$ cat config.mk
export PLATFORM = sky130hd
export DESIGN_NAME = dtc_top
export DESIGN_NICKNAME = d
export VERILOG_FILES = /design/src/rtl/dtc_pkg.sv /design/src/rtl/dtc_phase_gen.sv /design/src/rtl/dtc_pin_edge.sv /design/src/rtl/dtc_top.sv
export SDC_FILE = /design/constraint.sdc
export NUM_CORES = 1
export LEC_CHECK = 0
export ABC_CLOCK_PERIOD_IN_PS = 2700
export BUFFER_PORTS_ARGS = -buffer_cell sky130_fd_sc_hd__buf_2
export CAP_MARGIN = 5
export CORE_ASPECT_RATIO = 1.5
export CORE_MARGIN = 8
export CORE_UTILIZATION = 55
export DETAILED_ROUTE_END_ITERATION = 10
export GPL_ROUTABILITY_DRIVEN = 0
export PLACE_DENSITY = 0.79
export SLEW_MARGIN = 20
export SYNTH_ARGS = -nofsm -noshare
export SYNTH_HDL_FRONTEND = slang
export SYNTH_SLANG_ARGS = --single-unit
export TNS_END_PERCENT = 1
$ cat constraint.sdc
create_clock -name clk_sys -period 2.7 [get_ports clk_sys]
set_input_delay 0.135 -clock clk_sys [delete_from_list [all_inputs] [get_ports clk_sys]]
set_output_delay 0.135 -clock clk_sys [all_outputs]
set_load 0.02 [all_outputs]
$ cat src/rtl/dtc_pkg.sv
package dtc_pkg;

  // Register byte offsets on the AXI4-Lite bus
  localparam int unsigned AXI_AW   = 8;
  localparam logic [7:0]  OFS_MODE = 8'h00;  // timer_mode_reg
  localparam logic [7:0]  OFS_CTRL = 8'h04;  // timer_control_reg
  localparam logic [7:0]  OFS_CLK  = 8'h08;  // clock_control_reg
  localparam logic [7:0]  OFS_C0L  = 8'h0c;  // cnt0_low_byte
  localparam logic [7:0]  OFS_C0H  = 8'h10;  // cnt0_high_byte
  localparam logic [7:0]  OFS_C1L  = 8'h14;  // cnt1_low_byte
  localparam logic [7:0]  OFS_C1H  = 8'h18;  // cnt1_high_byte
  localparam logic [7:0]  OFS_ISTS = 8'h1c;  // Interrupt status, write one to clear
  localparam logic [7:0]  OFS_IMSK = 8'h20;  // Interrupt mask

  // Mode register field positions
  localparam int unsigned MD_T0_MODE = 0;    // Two bits: mode_sel_lo, mode_sel_hi
  localparam int unsigned MD_T0_FUNC = 2;    // 1 = count pin edges
  localparam int unsigned MD_T0_GATE = 3;    // 1 = qualify by ext_irq_pin0
  localparam int unsigned MD_T1_MODE = 4;
  localparam int unsigned MD_T1_FUNC = 6;
  localparam int unsigned MD_T1_GATE = 7;

  // Control and clock control bit positions
  localparam int unsigned CT_RUN0  = 0;      // run_bit0
  localparam int unsigned CT_RUN1  = 1;      // run_bit1
  localparam int unsigned CT_OVF0  = 2;      // overflow_flag0
  localparam int unsigned CT_OVF1  = 3;      // overflow_flag1
  localparam int unsigned CK_FAST0 = 0;      // fast_base_sel0
  localparam int unsigned CK_FAST1 = 1;      // fast_base_sel1

  // Values after reset
  localparam logic [7:0]  RST_BYTE = 8'h00;
  localparam logic [1:0]  RST_BITS = 2'h0;

  // Machine cycle timing: four states, slow base is three machine cycles
  localparam int unsigned STATES_PER_MC = 4;
  localparam int unsigned MC_PER_SLOW   = 3;
  localparam logic [1:0]  PH_C3         = 2'h2;
  localparam logic [1:0]  PH_C4         = 2'h3;

  // AXI responses
  localparam logic [1:0]  RESP_OKAY   = 2'h0;
  localparam logic [1:0]  RESP_SLVERR = 2'h2;

  // Operating modes of one timer
  typedef enum logic [1:0] {DTC_M13, DTC_M16, DTC_M8R, DTC_MSPLIT} dtc_mode_t;

  // Result of one count step
  typedef struct packed {
    logic [7:0] lo;
    logic [7:0] hi;
    logic       ovf;
  } dtc_step_t;

  // Machine cycle strobes
  typedef struct packed {
    logic c3;       // State C3 of every machine cycle
    logic c4;       // State C4 of every machine cycle
    logic fast_c3;  // Divide-by-four tick
    logic slow_c3;  // Divide-by-twelve tick
  } dtc_phase_t;

endpackage

$ cat src/rtl/dtc_phase_gen.sv
`timescale 1ns/1ps
`default_nettype none
module dtc_phase_gen #(
  parameter int unsigned STATES = dtc_pkg::STATES_PER_MC,  // States per machine cycle
  parameter int unsigned SLOW   = dtc_pkg::MC_PER_SLOW     // Machine cycles per slow tick
) (
  input  wire logic              clk_sys,  // System clock
  input  wire logic              srst,     // Synchronous reset
  output dtc_pkg::dtc_phase_t    ph        // Phase strobes
);
  import dtc_pkg::*;

  // Refuse shapes the decode cannot serve
  if (STATES != 4 || SLOW < 1 || SLOW > 4) begin : g_shape_bad
    $error("dtc_phase_gen: unsupported phase shape");
  end

  logic [1:0] phase_r;  // Current state C1..C4
  logic [1:0] mc_r;     // Machine cycles within slow period

  // State counter, wraps every machine cycle
  always_ff @(posedge clk_sys) begin
    if (srst) begin
      phase_r <= 2'h0;
    end else begin
      phase_r <= phase_r + 2'h1;
    end
  end

  // Machine cycle counter for the slow time base
  always_ff @(posedge clk_sys) begin
    if (srst) begin
      mc_r <= 2'h0;
    end else if (phase_r == PH_C4) begin
      mc_r <= (mc_r == 2'(SLOW - 1)) ? 2'h0 : mc_r + 2'h1;
    end
  end

  // Strobes from the counters
  assign ph.c3      = (phase_r == PH_C3);
  assign ph.c4      = (phase_r == PH_C4);
  assign ph.fast_c3 = (phase_r == PH_C3);
  assign ph.slow_c3 = (phase_r == PH_C3) && (mc_r == 2'(SLOW - 1));
endmodule
`default_nettype wire

$ cat src/rtl/dtc_pin_edge.sv
`timescale 1ns/1ps
`default_nettype none
module dtc_pin_edge (
  input  wire logic clk_sys,  // System clock
  input  wire logic srst,     // Synchronous reset
  input  wire logic pin,      // Asynchronous pin
  input  wire logic c4,       // Sampling state strobe
  output logic      level,    // Filtered pin level
  output logic      fall      // Falling edge seen, held one machine cycle
);
  logic s1_r;    // First synchroniser stage
  logic s2_r;    // Second stage
  logic s3_r;    // Third stage
  logic samp_r;  // Level taken at the previous C4

  // Three-stage synchroniser
  always_ff @(posedge clk_sys) begin
    if (srst) begin
      s1_r <= 1'b1;
      s2_r <= 1'b1;
      s3_r <= 1'b1;
    end else begin
      s1_r <= pin;
      s2_r <= s1_r;
      s3_r <= s2_r;
    end
  end

  // Level changes only when stages two and three agree
  always_ff @(posedge clk_sys) begin
    if (srst) begin
      level <= 1'b1;
    end else if (s2_r == s3_r) begin
      level <= s3_r;
    end
  end

  // Sample at C4, high then low is a valid edge
  // Source must be slow enough for two samples per edge
  always_ff @(posedge clk_sys) begin
    if (srst) begin
      samp_r <= 1'b1;
      fall   <= 1'b0;
    end else if (c4) begin
      samp_r <= level;
      fall   <= samp_r & ~level;
    end
  end
endmodule
`default_nettype wire

$ cat src/rtl/dtc_top.sv
// The address map and the AXI4-Lite interface to the registers were chosen for this implementation.
`timescale 1ns/1ps
`default_nettype none
module dtc_top (
  input  wire logic                      clk_sys,        // System clock, 40 MHz
  input  wire logic                      srst,           // Synchronous reset, high
  input  wire logic                      s_axi_awvalid,  // Write address valid
  output logic                           s_axi_awready,  // Write address ready
  input  wire logic [dtc_pkg::AXI_AW-1:0] s_axi_awaddr,  // Write address
  input  wire logic [2:0]                s_axi_awprot,   // Unused protection
  input  wire logic                      s_axi_wvalid,   // Write data valid
  output logic                           s_axi_wready,   // Write data ready
  input  wire logic [31:0]               s_axi_wdata,    // Write data
  input  wire logic [3:0]                s_axi_wstrb,    // Byte strobes
  output logic                           s_axi_bvalid,   // Write response valid
  input  wire logic                      s_axi_bready,   // Write response ready
  output logic [1:0]                     s_axi_bresp,    // Write response
  input  wire logic                      s_axi_arvalid,  // Read address valid
  output logic                           s_axi_arready,  // Read address ready
  input  wire logic [dtc_pkg::AXI_AW-1:0] s_axi_araddr,  // Read address
  input  wire logic [2:0]                s_axi_arprot,   // Unused protection
  output logic                           s_axi_rvalid,   // Read data valid
  input  wire logic                      s_axi_rready,   // Read data ready
  output logic [31:0]                    s_axi_rdata,    // Read data
  output logic [1:0]                     s_axi_rresp,    // Read response
  input  wire logic                      count_pin_zero, // Timer zero count pin
  input  wire logic                      count_pin_one,  // Timer one count pin
  input  wire logic                      ext_irq_pin0,   // Timer zero gate pin
  input  wire logic                      ext_irq_pin1,   // Timer one gate pin
  input  wire logic                      vec_ack0,       // Vectoring to timer zero
  input  wire logic                      vec_ack1,       // Vectoring to timer one
  output logic                           overflow_flag0, // Timer zero flag
  output logic                           overflow_flag1, // Timer one flag
  output logic                           baud_tick,      // Timer one overflow pulse
  output logic                           irq             // Masked interrupt level
);
  import dtc_pkg::*;

  // Count step of one timer for its mode
  function automatic dtc_step_t cnt_step(input dtc_mode_t m, input logic [7:0] lo,
                                         input logic [7:0] hi);
    dtc_step_t  r;
    logic [5:0] lo6;
    logic [16:0] w17;
    r   = '{lo: lo, hi: hi, ovf: 1'b0};
    lo6 = {1'b0, lo[4:0]} + 6'h01;
    w17 = {1'b0, hi, lo} + 17'h00001;
    unique case (m)
      DTC_M13: begin
        r.lo  = {lo[7:5], lo6[4:0]};
        r.hi  = hi + {7'h00, lo6[5]};
        r.ovf = lo6[5] & (hi == 8'hff);
      end
      DTC_M16: begin
        r.lo  = w17[7:0];
        r.hi  = w17[15:8];
        r.ovf = w17[16];
      end
      DTC_M8R: begin
        r.lo  = (lo == 8'hff) ? hi : lo + 8'h01;
        r.ovf = (lo == 8'hff);
      end
      DTC_MSPLIT: begin
        r.lo  = lo + 8'h01;
        r.ovf = (lo == 8'hff);
      end
    endcase
    return r;
  endfunction

  // Address decode shared by read and write
  function automatic logic addr_known(input logic [AXI_AW-1:0] a);
    return (a == OFS_MODE) || (a == OFS_CTRL) || (a == OFS_CLK) || (a == OFS_C0L) ||
           (a == OFS_C0H)  || (a == OFS_C1L)  || (a == OFS_C1H) || (a == OFS_ISTS) ||
           (a == OFS_IMSK);
  endfunction

  // Software state
  logic [7:0]        mode_r;     // timer_mode_reg
  logic              run0_r;     // run_bit0
  logic              run1_r;     // run_bit1
  logic              ovf0_r;     // overflow_flag0
  logic              ovf1_r;     // overflow_flag1
  logic              fast0_r;    // fast_base_sel0
  logic              fast1_r;    // fast_base_sel1
  logic [7:0]        c0l_r;      // cnt0_low_byte
  logic [7:0]        c0h_r;      // cnt0_high_byte
  logic [7:0]        c1l_r;      // cnt1_low_byte
  logic [7:0]        c1h_r;      // cnt1_high_byte
  logic [1:0]        ists_r;     // Sticky overflow events
  logic [1:0]        imsk_r;     // Interrupt mask
  logic              irq_r;      // Interrupt output
  logic              baud_r;     // Baud tick output

  // Bus slave state
  logic              aw_have_r;  // Write address held
  logic [AXI_AW-1:0] aw_addr_r;  // Held write address
  logic              w_have_r;   // Write data held
  logic [7:0]        w_byte_r;   // Held low data byte
  logic              w_lane_r;   // Low byte strobe held
  logic              awready_r;  // Write address ready
  logic              wready_r;   // Write data ready
  logic              bvalid_r;   // Write response valid
  logic [1:0]        bresp_r;    // Write response code
  logic              arready_r;  // Read address ready
  logic              rvalid_r;   // Read data valid
  logic [31:0]       rdata_r;    // Read data
  logic [1:0]        rresp_r;    // Read response code

  // Bus combinational terms
  logic              aw_take;    // Address handshake
  logic              w_take;     // Data handshake
  logic              ar_take;    // Read handshake
  logic              wr_go;      // Perform held write
  logic              aw_have_nxt;
  logic              w_have_nxt;
  logic              bvalid_nxt;
  logic              rvalid_nxt;
  logic              wr_en;      // Register write strobe
  logic [7:0]        rd_byte;    // Read mux result

  // Counting terms
  dtc_phase_t        ph;         // Machine cycle strobes
  logic              lvl_irq0;   // Gate pin levels
  logic              lvl_irq1;
  logic              fall_cnt0;  // Count pin edges
  logic              fall_cnt1;
  dtc_mode_t         md0;        // Timer zero mode
  dtc_mode_t         md1;        // Timer one mode
  logic              split;      // Timer zero in mode 3
  logic              base0;      // Time base ticks
  logic              base1;
  logic              en0;        // Counting enables
  logic              en1;
  logic              inc0;       // Increment strobes
  logic              inc0h;
  logic              inc1;
  dtc_step_t         st0;        // Next counts
  dtc_step_t         st1;
  logic              ovf0_evt;   // Overflow events
  logic              ovf1_evt;
  logic              t1_ovf;

  // Phase generator and pin conditioning
  dtc_phase_gen u_phase (
    .clk_sys (clk_sys),
    .srst    (srst),
    .ph      (ph)
  );

  dtc_pin_edge u_cnt0 (
    .clk_sys (clk_sys), .srst (srst), .pin (count_pin_zero), .c4 (ph.c4),
    .level   (),        .fall (fall_cnt0)
  );

  dtc_pin_edge u_cnt1 (
    .clk_sys (clk_sys), .srst (srst), .pin (count_pin_one), .c4 (ph.c4),
    .level   (),        .fall (fall_cnt1)
  );

  dtc_pin_edge u_irq0 (
    .clk_sys (clk_sys), .srst (srst), .pin (ext_irq_pin0), .c4 (ph.c4),
    .level   (lvl_irq0), .fall ()
  );

  dtc_pin_edge u_irq1 (
    .clk_sys (clk_sys), .srst (srst), .pin (ext_irq_pin1), .c4 (ph.c4),
    .level   (lvl_irq1), .fall ()
  );

  // Handshake terms of the bus slave
  always_comb begin
    aw_take     = s_axi_awvalid & awready_r;
    w_take      = s_axi_wvalid & wready_r;
    ar_take     = s_axi_arvalid & arready_r;
    wr_go       = aw_have_r & w_have_r & ~bvalid_r;
    aw_have_nxt = wr_go ? 1'b0 : (aw_have_r | aw_take);
    w_have_nxt  = wr_go ? 1'b0 : (w_have_r | w_take);
    bvalid_nxt  = wr_go | (bvalid_r & ~s_axi_bready);
    rvalid_nxt  = ar_take | (rvalid_r & ~s_axi_rready);
    wr_en       = wr_go & w_lane_r & addr_known(aw_addr_r);
  end

  // Write channel capture and response
  always_ff @(posedge clk_sys) begin
    if (srst) begin
      aw_have_r <= 1'b0;
      w_have_r  <= 1'b0;
      awready_r <= 1'b0;
      wready_r  <= 1'b0;
      bvalid_r  <= 1'b0;
      bresp_r   <= RESP_OKAY;
      aw_addr_r <= '0;
      w_byte_r  <= RST_BYTE;
      w_lane_r  <= 1'b0;
    end else begin
      aw_have_r <= aw_have_nxt;
      w_have_r  <= w_have_nxt;
      awready_r <= ~aw_have_nxt & ~bvalid_nxt;
      wready_r  <= ~w_have_nxt & ~bvalid_nxt;
      bvalid_r  <= bvalid_nxt;
      if (aw_take) begin
        aw_addr_r <= s_axi_awaddr;
      end
      if (w_take) begin
        w_byte_r <= s_axi_wdata[7:0];
        w_lane_r <= s_axi_wstrb[0];
      end
      if (wr_go) begin
        bresp_r <= addr_known(aw_addr_r) ? RESP_OKAY : RESP_SLVERR;
      end
    end
  end

  // Read data mux
  always_comb begin
    unique case (s_axi_araddr)
      OFS_MODE: rd_byte = mode_r;
      OFS_CTRL: rd_byte = {4'h0, ovf1_r, ovf0_r, run1_r, run0_r};
      OFS_CLK:  rd_byte = {6'h00, fast1_r, fast0_r};
      OFS_C0L:  rd_byte = c0l_r;
      OFS_C0H:  rd_byte = c0h_r;
      OFS_C1L:  rd_byte = c1l_r;
      OFS_C1H:  rd_byte = c1h_r;
      OFS_ISTS: rd_byte = {6'h00, ists_r};
      OFS_IMSK: rd_byte = {6'h00, imsk_r};
      default:  rd_byte = 8'h00;  // Unmapped reads zero
    endcase
  end

  // Read channel
  always_ff @(posedge clk_sys) begin
    if (srst) begin
      arready_r <= 1'b0;
      rvalid_r  <= 1'b0;
      rdata_r   <= 32'h0000_0000;
      rresp_r   <= RESP_OKAY;
    end else begin
      arready_r <= ~rvalid_nxt;
      rvalid_r  <= rvalid_nxt;
      if (ar_take) begin
        rdata_r <= {24'h00_0000, rd_byte};
        rresp_r <= addr_known(s_axi_araddr) ? RESP_OKAY : RESP_SLVERR;
      end
    end
  end

  // Mode, run and time base registers
  always_ff @(posedge clk_sys) begin
    if (srst) begin
      mode_r  <= RST_BYTE;
      run0_r  <= 1'b0;
      run1_r  <= 1'b0;
      fast0_r <= 1'b0;
      fast1_r <= 1'b0;
      imsk_r  <= RST_BITS;
    end else if (wr_en) begin
      unique case (aw_addr_r)
        OFS_MODE: mode_r <= w_byte_r;
        OFS_CTRL: begin
          run0_r <= w_byte_r[CT_RUN0];
          run1_r <= w_byte_r[CT_RUN1];
        end
        OFS_CLK: begin
          fast0_r <= w_byte_r[CK_FAST0];
          fast1_r <= w_byte_r[CK_FAST1];
        end
        OFS_IMSK: imsk_r <= w_byte_r[1:0];
        default: ;
      endcase
    end
  end

  // Counting qualification and strobes
  always_comb begin
    md0   = dtc_mode_t'(mode_r[MD_T0_MODE +: 2]);
    md1   = dtc_mode_t'(mode_r[MD_T1_MODE +: 2]);
    split = (md0 == DTC_MSPLIT);
    base0 = fast0_r ? ph.fast_c3 : ph.slow_c3;
    base1 = fast1_r ? ph.fast_c3 : ph.slow_c3;
    en0   = run0_r & (~mode_r[MD_T0_GATE] | lvl_irq0);
    // Timer one loses its run bit while timer zero is split
    en1   = (split | run1_r) & (~mode_r[MD_T1_GATE] | lvl_irq1)
            & (md1 != DTC_MSPLIT);
    // Pin edges are consumed at the C3 after detection
    inc0  = en0 & (mode_r[MD_T0_FUNC] ? (ph.c3 & fall_cnt0) : base0);
    inc1  = en1 & (mode_r[MD_T1_FUNC] ? (ph.c3 & fall_cnt1) : base1);
    inc0h = split & run1_r & base0;
    st0   = cnt_step(md0, c0l_r, c0h_r);
    st1   = cnt_step(md1, c1l_r, c1h_r);
    t1_ovf   = inc1 & st1.ovf;
    ovf0_evt = inc0 & st0.ovf;
    ovf1_evt = split ? (inc0h & (c0h_r == 8'hff)) : t1_ovf;
  end

  // Timer zero count bytes, a write beats an increment
  always_ff @(posedge clk_sys) begin
    if (srst) begin
      c0l_r <= RST_BYTE;
      c0h_r <= RST_BYTE;
    end else begin
      if (wr_en && aw_addr_r == OFS_C0L) begin
        c0l_r <= w_byte_r;
      end else if (inc0) begin
        c0l_r <= st0.lo;
      end
      if (wr_en && aw_addr_r == OFS_C0H) begin
        c0h_r <= w_byte_r;
      end else if (inc0h) begin
        c0h_r <= c0h_r + 8'h01;
      end else if (inc0) begin
        c0h_r <= st0.hi;
      end
    end
  end

  // Timer one count bytes
  always_ff @(posedge clk_sys) begin
    if (srst) begin
      c1l_r <= RST_BYTE;
      c1h_r <= RST_BYTE;
    end else begin
      if (wr_en && aw_addr_r == OFS_C1L) begin
        c1l_r <= w_byte_r;
      end else if (inc1) begin
        c1l_r <= st1.lo;
      end
      if (wr_en && aw_addr_r == OFS_C1H) begin
        c1h_r <= w_byte_r;
      end else if (inc1) begin
        c1h_r <= st1.hi;
      end
    end
  end

  // Overflow flags: set wins over vectoring clear and software write
  always_ff @(posedge clk_sys) begin
    if (srst) begin
      ovf0_r <= 1'b0;
      ovf1_r <= 1'b0;
    end else begin
      if (ovf0_evt) begin
        ovf0_r <= 1'b1;
      end else if (wr_en && aw_addr_r == OFS_CTRL) begin
        ovf0_r <= w_byte_r[CT_OVF0];
      end else if (vec_ack0) begin
        ovf0_r <= 1'b0;
      end
      if (ovf1_evt) begin
        ovf1_r <= 1'b1;
      end else if (wr_en && aw_addr_r == OFS_CTRL) begin
        ovf1_r <= w_byte_r[CT_OVF1];
      end else if (vec_ack1) begin
        ovf1_r <= 1'b0;
      end
    end
  end

  // Baud tick from timer one overflow in every timer zero mode
  always_ff @(posedge clk_sys) begin
    if (srst) begin
      baud_r <= 1'b0;
    end else begin
      baud_r <= t1_ovf;
    end
  end

  // Sticky status, write one to clear, set wins; masked interrupt
  always_ff @(posedge clk_sys) begin
    if (srst) begin
      ists_r <= RST_BITS;
      irq_r  <= 1'b0;
    end else begin
      ists_r <= {ovf1_evt, ovf0_evt} |
                (ists_r & ~((wr_en && aw_addr_r == OFS_ISTS) ? w_byte_r[1:0] : 2'h0));
      irq_r  <= |(ists_r & imsk_r);
    end
  end

  // Outputs straight from flip-flops
  assign s_axi_awready  = awready_r;
  assign s_axi_wready   = wready_r;
  assign s_axi_bvalid   = bvalid_r;
  assign s_axi_bresp    = bresp_r;
  assign s_axi_arready  = arready_r;
  assign s_axi_rvalid   = rvalid_r;
  assign s_axi_rdata    = rdata_r;
  assign s_axi_rresp    = rresp_r;
  assign overflow_flag0 = ovf0_r;
  assign overflow_flag1 = ovf1_r;
  assign baud_tick      = baud_r;
  assign irq            = irq_r;
endmodule
`default_nettype wire

Word-level counts from Yosys, hierarchy flattened
Index checks and enable logic that the tools add are counted.
Storage, ports and cells
  word-level logic and storage cells: 229
  flip-flop bits (word level): 112
  input bits: 71
  output and inout port bits: 45
Operators by class
  reduce and logical (&&, ||, !) cells: 46
  mux-type cells: 35
  bitwise operators: 49
  equality and inequality tests: 36
  add/sub/neg operators: 11
Operator list (count)
  8-bit two-way mux: 11
  8-bit case mux with 9 select lines: 1
  8-bit by 5-bit equality test with 1-bit output, second input constant: 8
  8-bit case mux with 4 select lines: 2
  16-bit by 1-bit adder with 17-bit output, second input constant: 2
  8-bit by 4-bit equality test with 1-bit output, second input constant: 4
  8-bit equality test, second input constant: 4
  8-bit case mux with 2 select lines: 2
  1-bit bitwise AND: 27
  8-bit by 1-bit adder with 8-bit output, second input constant: 3
  8-bit by 1-bit adder with 8-bit output: 2
  8-bit by 3-bit equality test with 1-bit output, second input constant: 2
  8-bit by 6-bit equality test with 1-bit output, second input constant: 2
  8-bit logical NOT: 2
  1-bit logical OR: 16
  2-bit AND reduction: 8
  2-bit equality test, second input constant: 7
  1-bit two-way mux: 13
  5-bit by 1-bit adder with 6-bit output, second input constant: 2
  3-bit nonzero test: 4
  1-bit NOT: 11
  2-bit two-way mux: 4
  1-bit logical AND: 7
  1-bit bitwise OR: 7
  other kinds (12): 26

Logic depth before layout (Yosys ltp)
  depth in word-level cells: 15
  gate-level depth with buffers: 9
  gate-level depth less buffers: 8

Cells and area by module
A second synthesis with hierarchy kept.
Second synthesis, totals
  cell total of the unflattened synthesis: 759
  area, all modules: 6197.2 um^2
By module, submodules not included
  dtc_top: cells each 673, area an instance 5255.0 um^2, seq. area each 1721.7 um^2, instances 1
  dtc_pin_edge: cells each 17, area an instance 188.9 um^2, seq. area each 120.1 um^2, instances 4
  dtc_phase_gen: cells each 18, area an instance 186.4 um^2, seq. area each 80.1 um^2, instances 1

Worst setup path before layout
Ideal clock, no wire load.
  path type: register to register
  from: reg c1l_r[3]
  to: reg c1h_r[4]
  setup time: 0.091 ns
  data arrival time: 2.230 ns
  buffers on the path: 1
  required time: 2.609 ns
  cell stages (with the launch flop): 10
  path slack: 0.379 ns
  clock period less this slack: 2.321 ns
  path through: dfxtp_1 clkbuf_1 nand3_1 nor2_1 ha_1 ha_1 a32oi_1 or4_1 or3_1 a311oi_1
Between the ends
  word-level cells in the longest chain between the ends: 5
  elaborated cells between the ends (all ways): 6
  classes of those cells: add/sub (3); mux (3)
RTL lines
  from (decl): line dtc_top.sv:88  | logic [7:0] c1l_r;
  from (signal assigned): line dtc_top.sv:324  | c1l_r <= w_byte_r;
  from (signal assigned): line dtc_top.sv:326  | c1l_r <= st1.lo;
  5-bit by 1-bit adder with 6-bit output: line dtc_top.sv:46  | lo6 = {1'b0, lo[4:0]} + 6'h01;
  8-bit by 1-bit adder with 8-bit output: line dtc_top.sv:51  | r.hi = hi + {7'h00, lo6[5]};
  8-bit case mux with 2 select lines *: line dtc_top.sv:48  | unique case (m)
  8-bit two-way mux *: line dtc_top.sv:330  | end else if (inc1) begin
  8-bit two-way mux *: line dtc_top.sv:328  | if (wr_en && aw_addr_r == OFS_C1H) begin
  to (signal assigned): line dtc_top.sv:329  | c1h_r <= w_byte_r;
  to (signal assigned): line dtc_top.sv:331  | c1h_r <= st1.hi;
  to (decl): line dtc_top.sv:89  | logic [7:0] c1h_r;
Every way passes the cells marked *; elsewhere a longest branch is shown, timed or not. The select of a mux whose other input is x is not followed.
A chain may end at the register's enable or synchronous reset.

Worst setup path after layout
  from: reg c1l_r[3]
  to: reg c1h_r[6]
Same word-level chain as after synthesis.

==> results.cfg <==
[power]
ir_drop_uv = 340
p_int_mw = 2.38
switching_share_pct = 26.3
powerDensity_nw_per_um2 = 477
p_seq_share_pct = 52.4
clkPwrFrac_pct = 40.3
p_comb_share_pct = 7.3
p_leak_nw = 2.52
power_switching_uw = 851

[sta]
grt_setup_unrepaired = false
max_freq_mhz = 411
skew_ns = 0.00665
maxSlewHeadroom_pct = 24.8
tightest_slew_ns = 1.13
final-hold-violation-count = 0
setup_viol = 0
slew_viol_final = 0
hold_slack_ns = 0.00770
period_share_pct = 90.1
fin_crit_ns = 2.43
tns_ns = 0

[logic_synthesis]
yosys_warnings = 0
async_reset_ff_share_pct = 0
synth_commonest_cells = 110 x dfxtp_1, 88 x nand2_1, 60 x nor2_1
synth.yosys.seq_area_share_pct = 35.5
synth-seq-cells = 110
ys.flop_type = dfxtp_1
syn_area_um2 = 6200
synth_top_area_share_pct = 35.5
avgSynthCellArea_um2 = 8.13
synth-edff-count = 0
synthCells = 763
yosysUniqueCellTypes = 79
post-synth-top-count-cell = dfxtp_1
synth_top_area_cell = dfxtp_1
ys_top_cells_by_area = dfxtp_1 35%, nand2_1 5.3%, a21oi_1 4.7%

[floorplan]
ios = 116
die_area_um2 = 15000
row_count = 47
die_x_um = 103
die_y_um = 146
core_area_um2 = 11000
start_util_pct = 56.4

[flow_run]
drv_cap = 0

[routing]
dr_total_vias = 6134
drcViolationCount = 0
drt_iter0_drc = 629
routed_wl_um = 18400
firstDrtPassIters = 5
ant_nets = 0
drt-wirelength-per-cell_um = 19.4
viasPerCell = 6.46

[layout]
diodes = 0
final_layout_size_suffix_gt1_share_pct = 15.7
fill_cells = 988
area_growth_pct = 9.04
multi_input_area_um2 = 3590
nets = 877
seqCellArea_um2 = 2200

[placed_design]
place_hpwl_um = 13200
port_buffers = 56

[outcome]
status = finished clean

[global_routing]
grt_remaining_overflow = 0
met1_usage_pct = 27.7
grt_max_degree = 61
grt_busiest_layer = met2
antenna_found_initial = 0
grt_first_pass_wirelength_um = 29500
track_usage_pct = 24.7
grt_use_met2_pct = 41.4
grt_pass1_vias = 5902
grtUsageMet3_pct = 4.52

[critical_path]
required_ns = 2.96
cpLargestDelayFamily = simple AND/OR/NAND/NOR gates
setup.worst_path.end_class = flip-flop
crit_fanout = 7
arrival_ns = 2.69
cp_slowest_cell = nor4_1
cp_common_cell = ha_1
crit_buf_inv = 0
max_stage_delay_ns = 0.53
cp-start-kind = flip-flop
crit_chain = nand3_1 -> nor2_1 -> ha_1 -> ha_1 -> a32oi_1 -> nor4_1 -> nand3b_1 -> a311oi_1
crit_type = flip-flop to flip-flop

[cts]
clk_path_buf_depth = 2
clk_latency_ns = 0.36
cts_sinks = 110
tritoncts = yes
cts.clk_slew.worst_paths_ns = 0.08
cts_inserted_buffers = 9
cts_root_buffer = clkbuf_16
htreeDepth = 3

[min_path]
hold_path_class = input pin to flip-flop
[stage by stage]
| step | instances | setup slack [ns] | utilization (%) | instance area, µm² | power (mW) |
|---|---|---|---|---|---|
| floorplan | 788 | 0.379 | - | 6300 | 1.91 |
| global placement | 929 | 0.419 | 58.5 | 6440 | 1.95 |
| detailed placement | 929 | 0.350 | 58.5 | 6440 | 1.96 |
| CTS | 949 | 0.318 | 61.5 | 6760 | 3.22 |
| global route | 949 | 0.0765 | 61.5 | 6760 | 3.32 |
| finish | 949 | 0.268 | 61.5 | 6760 | 3.23 |
[worst reg2reg max path, cell delays in order, from the launching register on]
cell and delay, ns:
dfxtp_1 0.47, nand3_1 0.23, nor2_1 0.19, ha_1 0.21
ha_1 0.16, a32oi_1 0.08, nor4_1 0.53, nand3b_1 0.16
a311oi_1 0.31
[registers in the layout (all words and copies together) (netlist names), 8 cells and up]
register	flops
c0h_r	8
aw_addr_r	8
mode_r	8
w_byte_r	8
s_axi_rdata	8
c0l_r	8
c1h_r	8
c1l_r	8
[power groups by stage]
stage                     clock network, mW  registers (mW)  logic [mW]
final                                  1.30            1.69       0.236
after global routing                   1.37            1.70       0.259
after CTS                              1.30            1.69       0.233
after detailed placement                  0            1.73       0.227
after global placement                    0            1.73       0.221
after floorplan                           0            1.72       0.192
[layout by cell type, fill, tap and decap left out, drive strengths merged, types with 9 or more instances in the layout]
master	n
o21ai	29
and2	11
nor2	60
nand2b	14
conb	26
nand3	31
inv	13
nor4	18
nor2b	11
and3	11
nand4	14
clkbuf	10
a211oi	14
dfxtp	110
or4	13
or2	15
nand2	88
o31ai	11
buf	73
ha	9
mux2i	20
a21oi	58
a311oi	14
nor3	18
[path summary, 6_finish.rpt]
path / slack, ns / from / to / cells past startpoint
setup / recovery: 0.27 / c1l_r[3] / c1h_r[6] / 8
hold reg to reg: 0.41 / u_irq0.s1_r / u_irq0.s2_r / 1
hold / removal: 0.008 / s_axi_awaddr[6] / aw_addr_r[6] / 3
setup reg to reg: 0.27 / c1l_r[3] / c1h_r[6] / 8
[repair_timing]
action                     4_1_cts  5_1_grt
buffers inserted                 0        0
hold endpoints to repair         4        0
gates resized for setup          0        0
setup endpoints to repair        0        0
hold buffers                     4        0
[logic make-up after synthesis]
kind of cell | count (synthesis) | synth area share [%]
adders and majority gates | 9 | 1.82
other | 1 | 0.0605
xor gates and xnor gates | 2 | 0.282
DFF | 110 | 35.5
AOI/OAI and AO/OA | 196 | 21.5
buffers and inverters | 90 | 8.15
and+or+nand+nor | 329 | 28.0
muxes | 26 | 4.68
[cell type report]
| cell class | instances | area share [%] |
|---|---|---|
| flip-flops and latches | 110 | 32.6 |
| multi-input cells | 588 | 53.1 |
| clock buffers | 10 | 3.39 |
| well taps | 147 | 2.72 |
| repair buffers | 77 | 6.81 |
| clock inverters | 6 | 0.851 |
| inverters | 11 | 0.610 |
[layer usage]
metal / up-vias / part of all wire (%)
li1: 2831 / -
met1: 2849 / 37
met2: 360 / 49
met3: 94 / 8.5
met4: 0 / 5.8
met5: - / 0
Power figures use the tool's default switching activity.
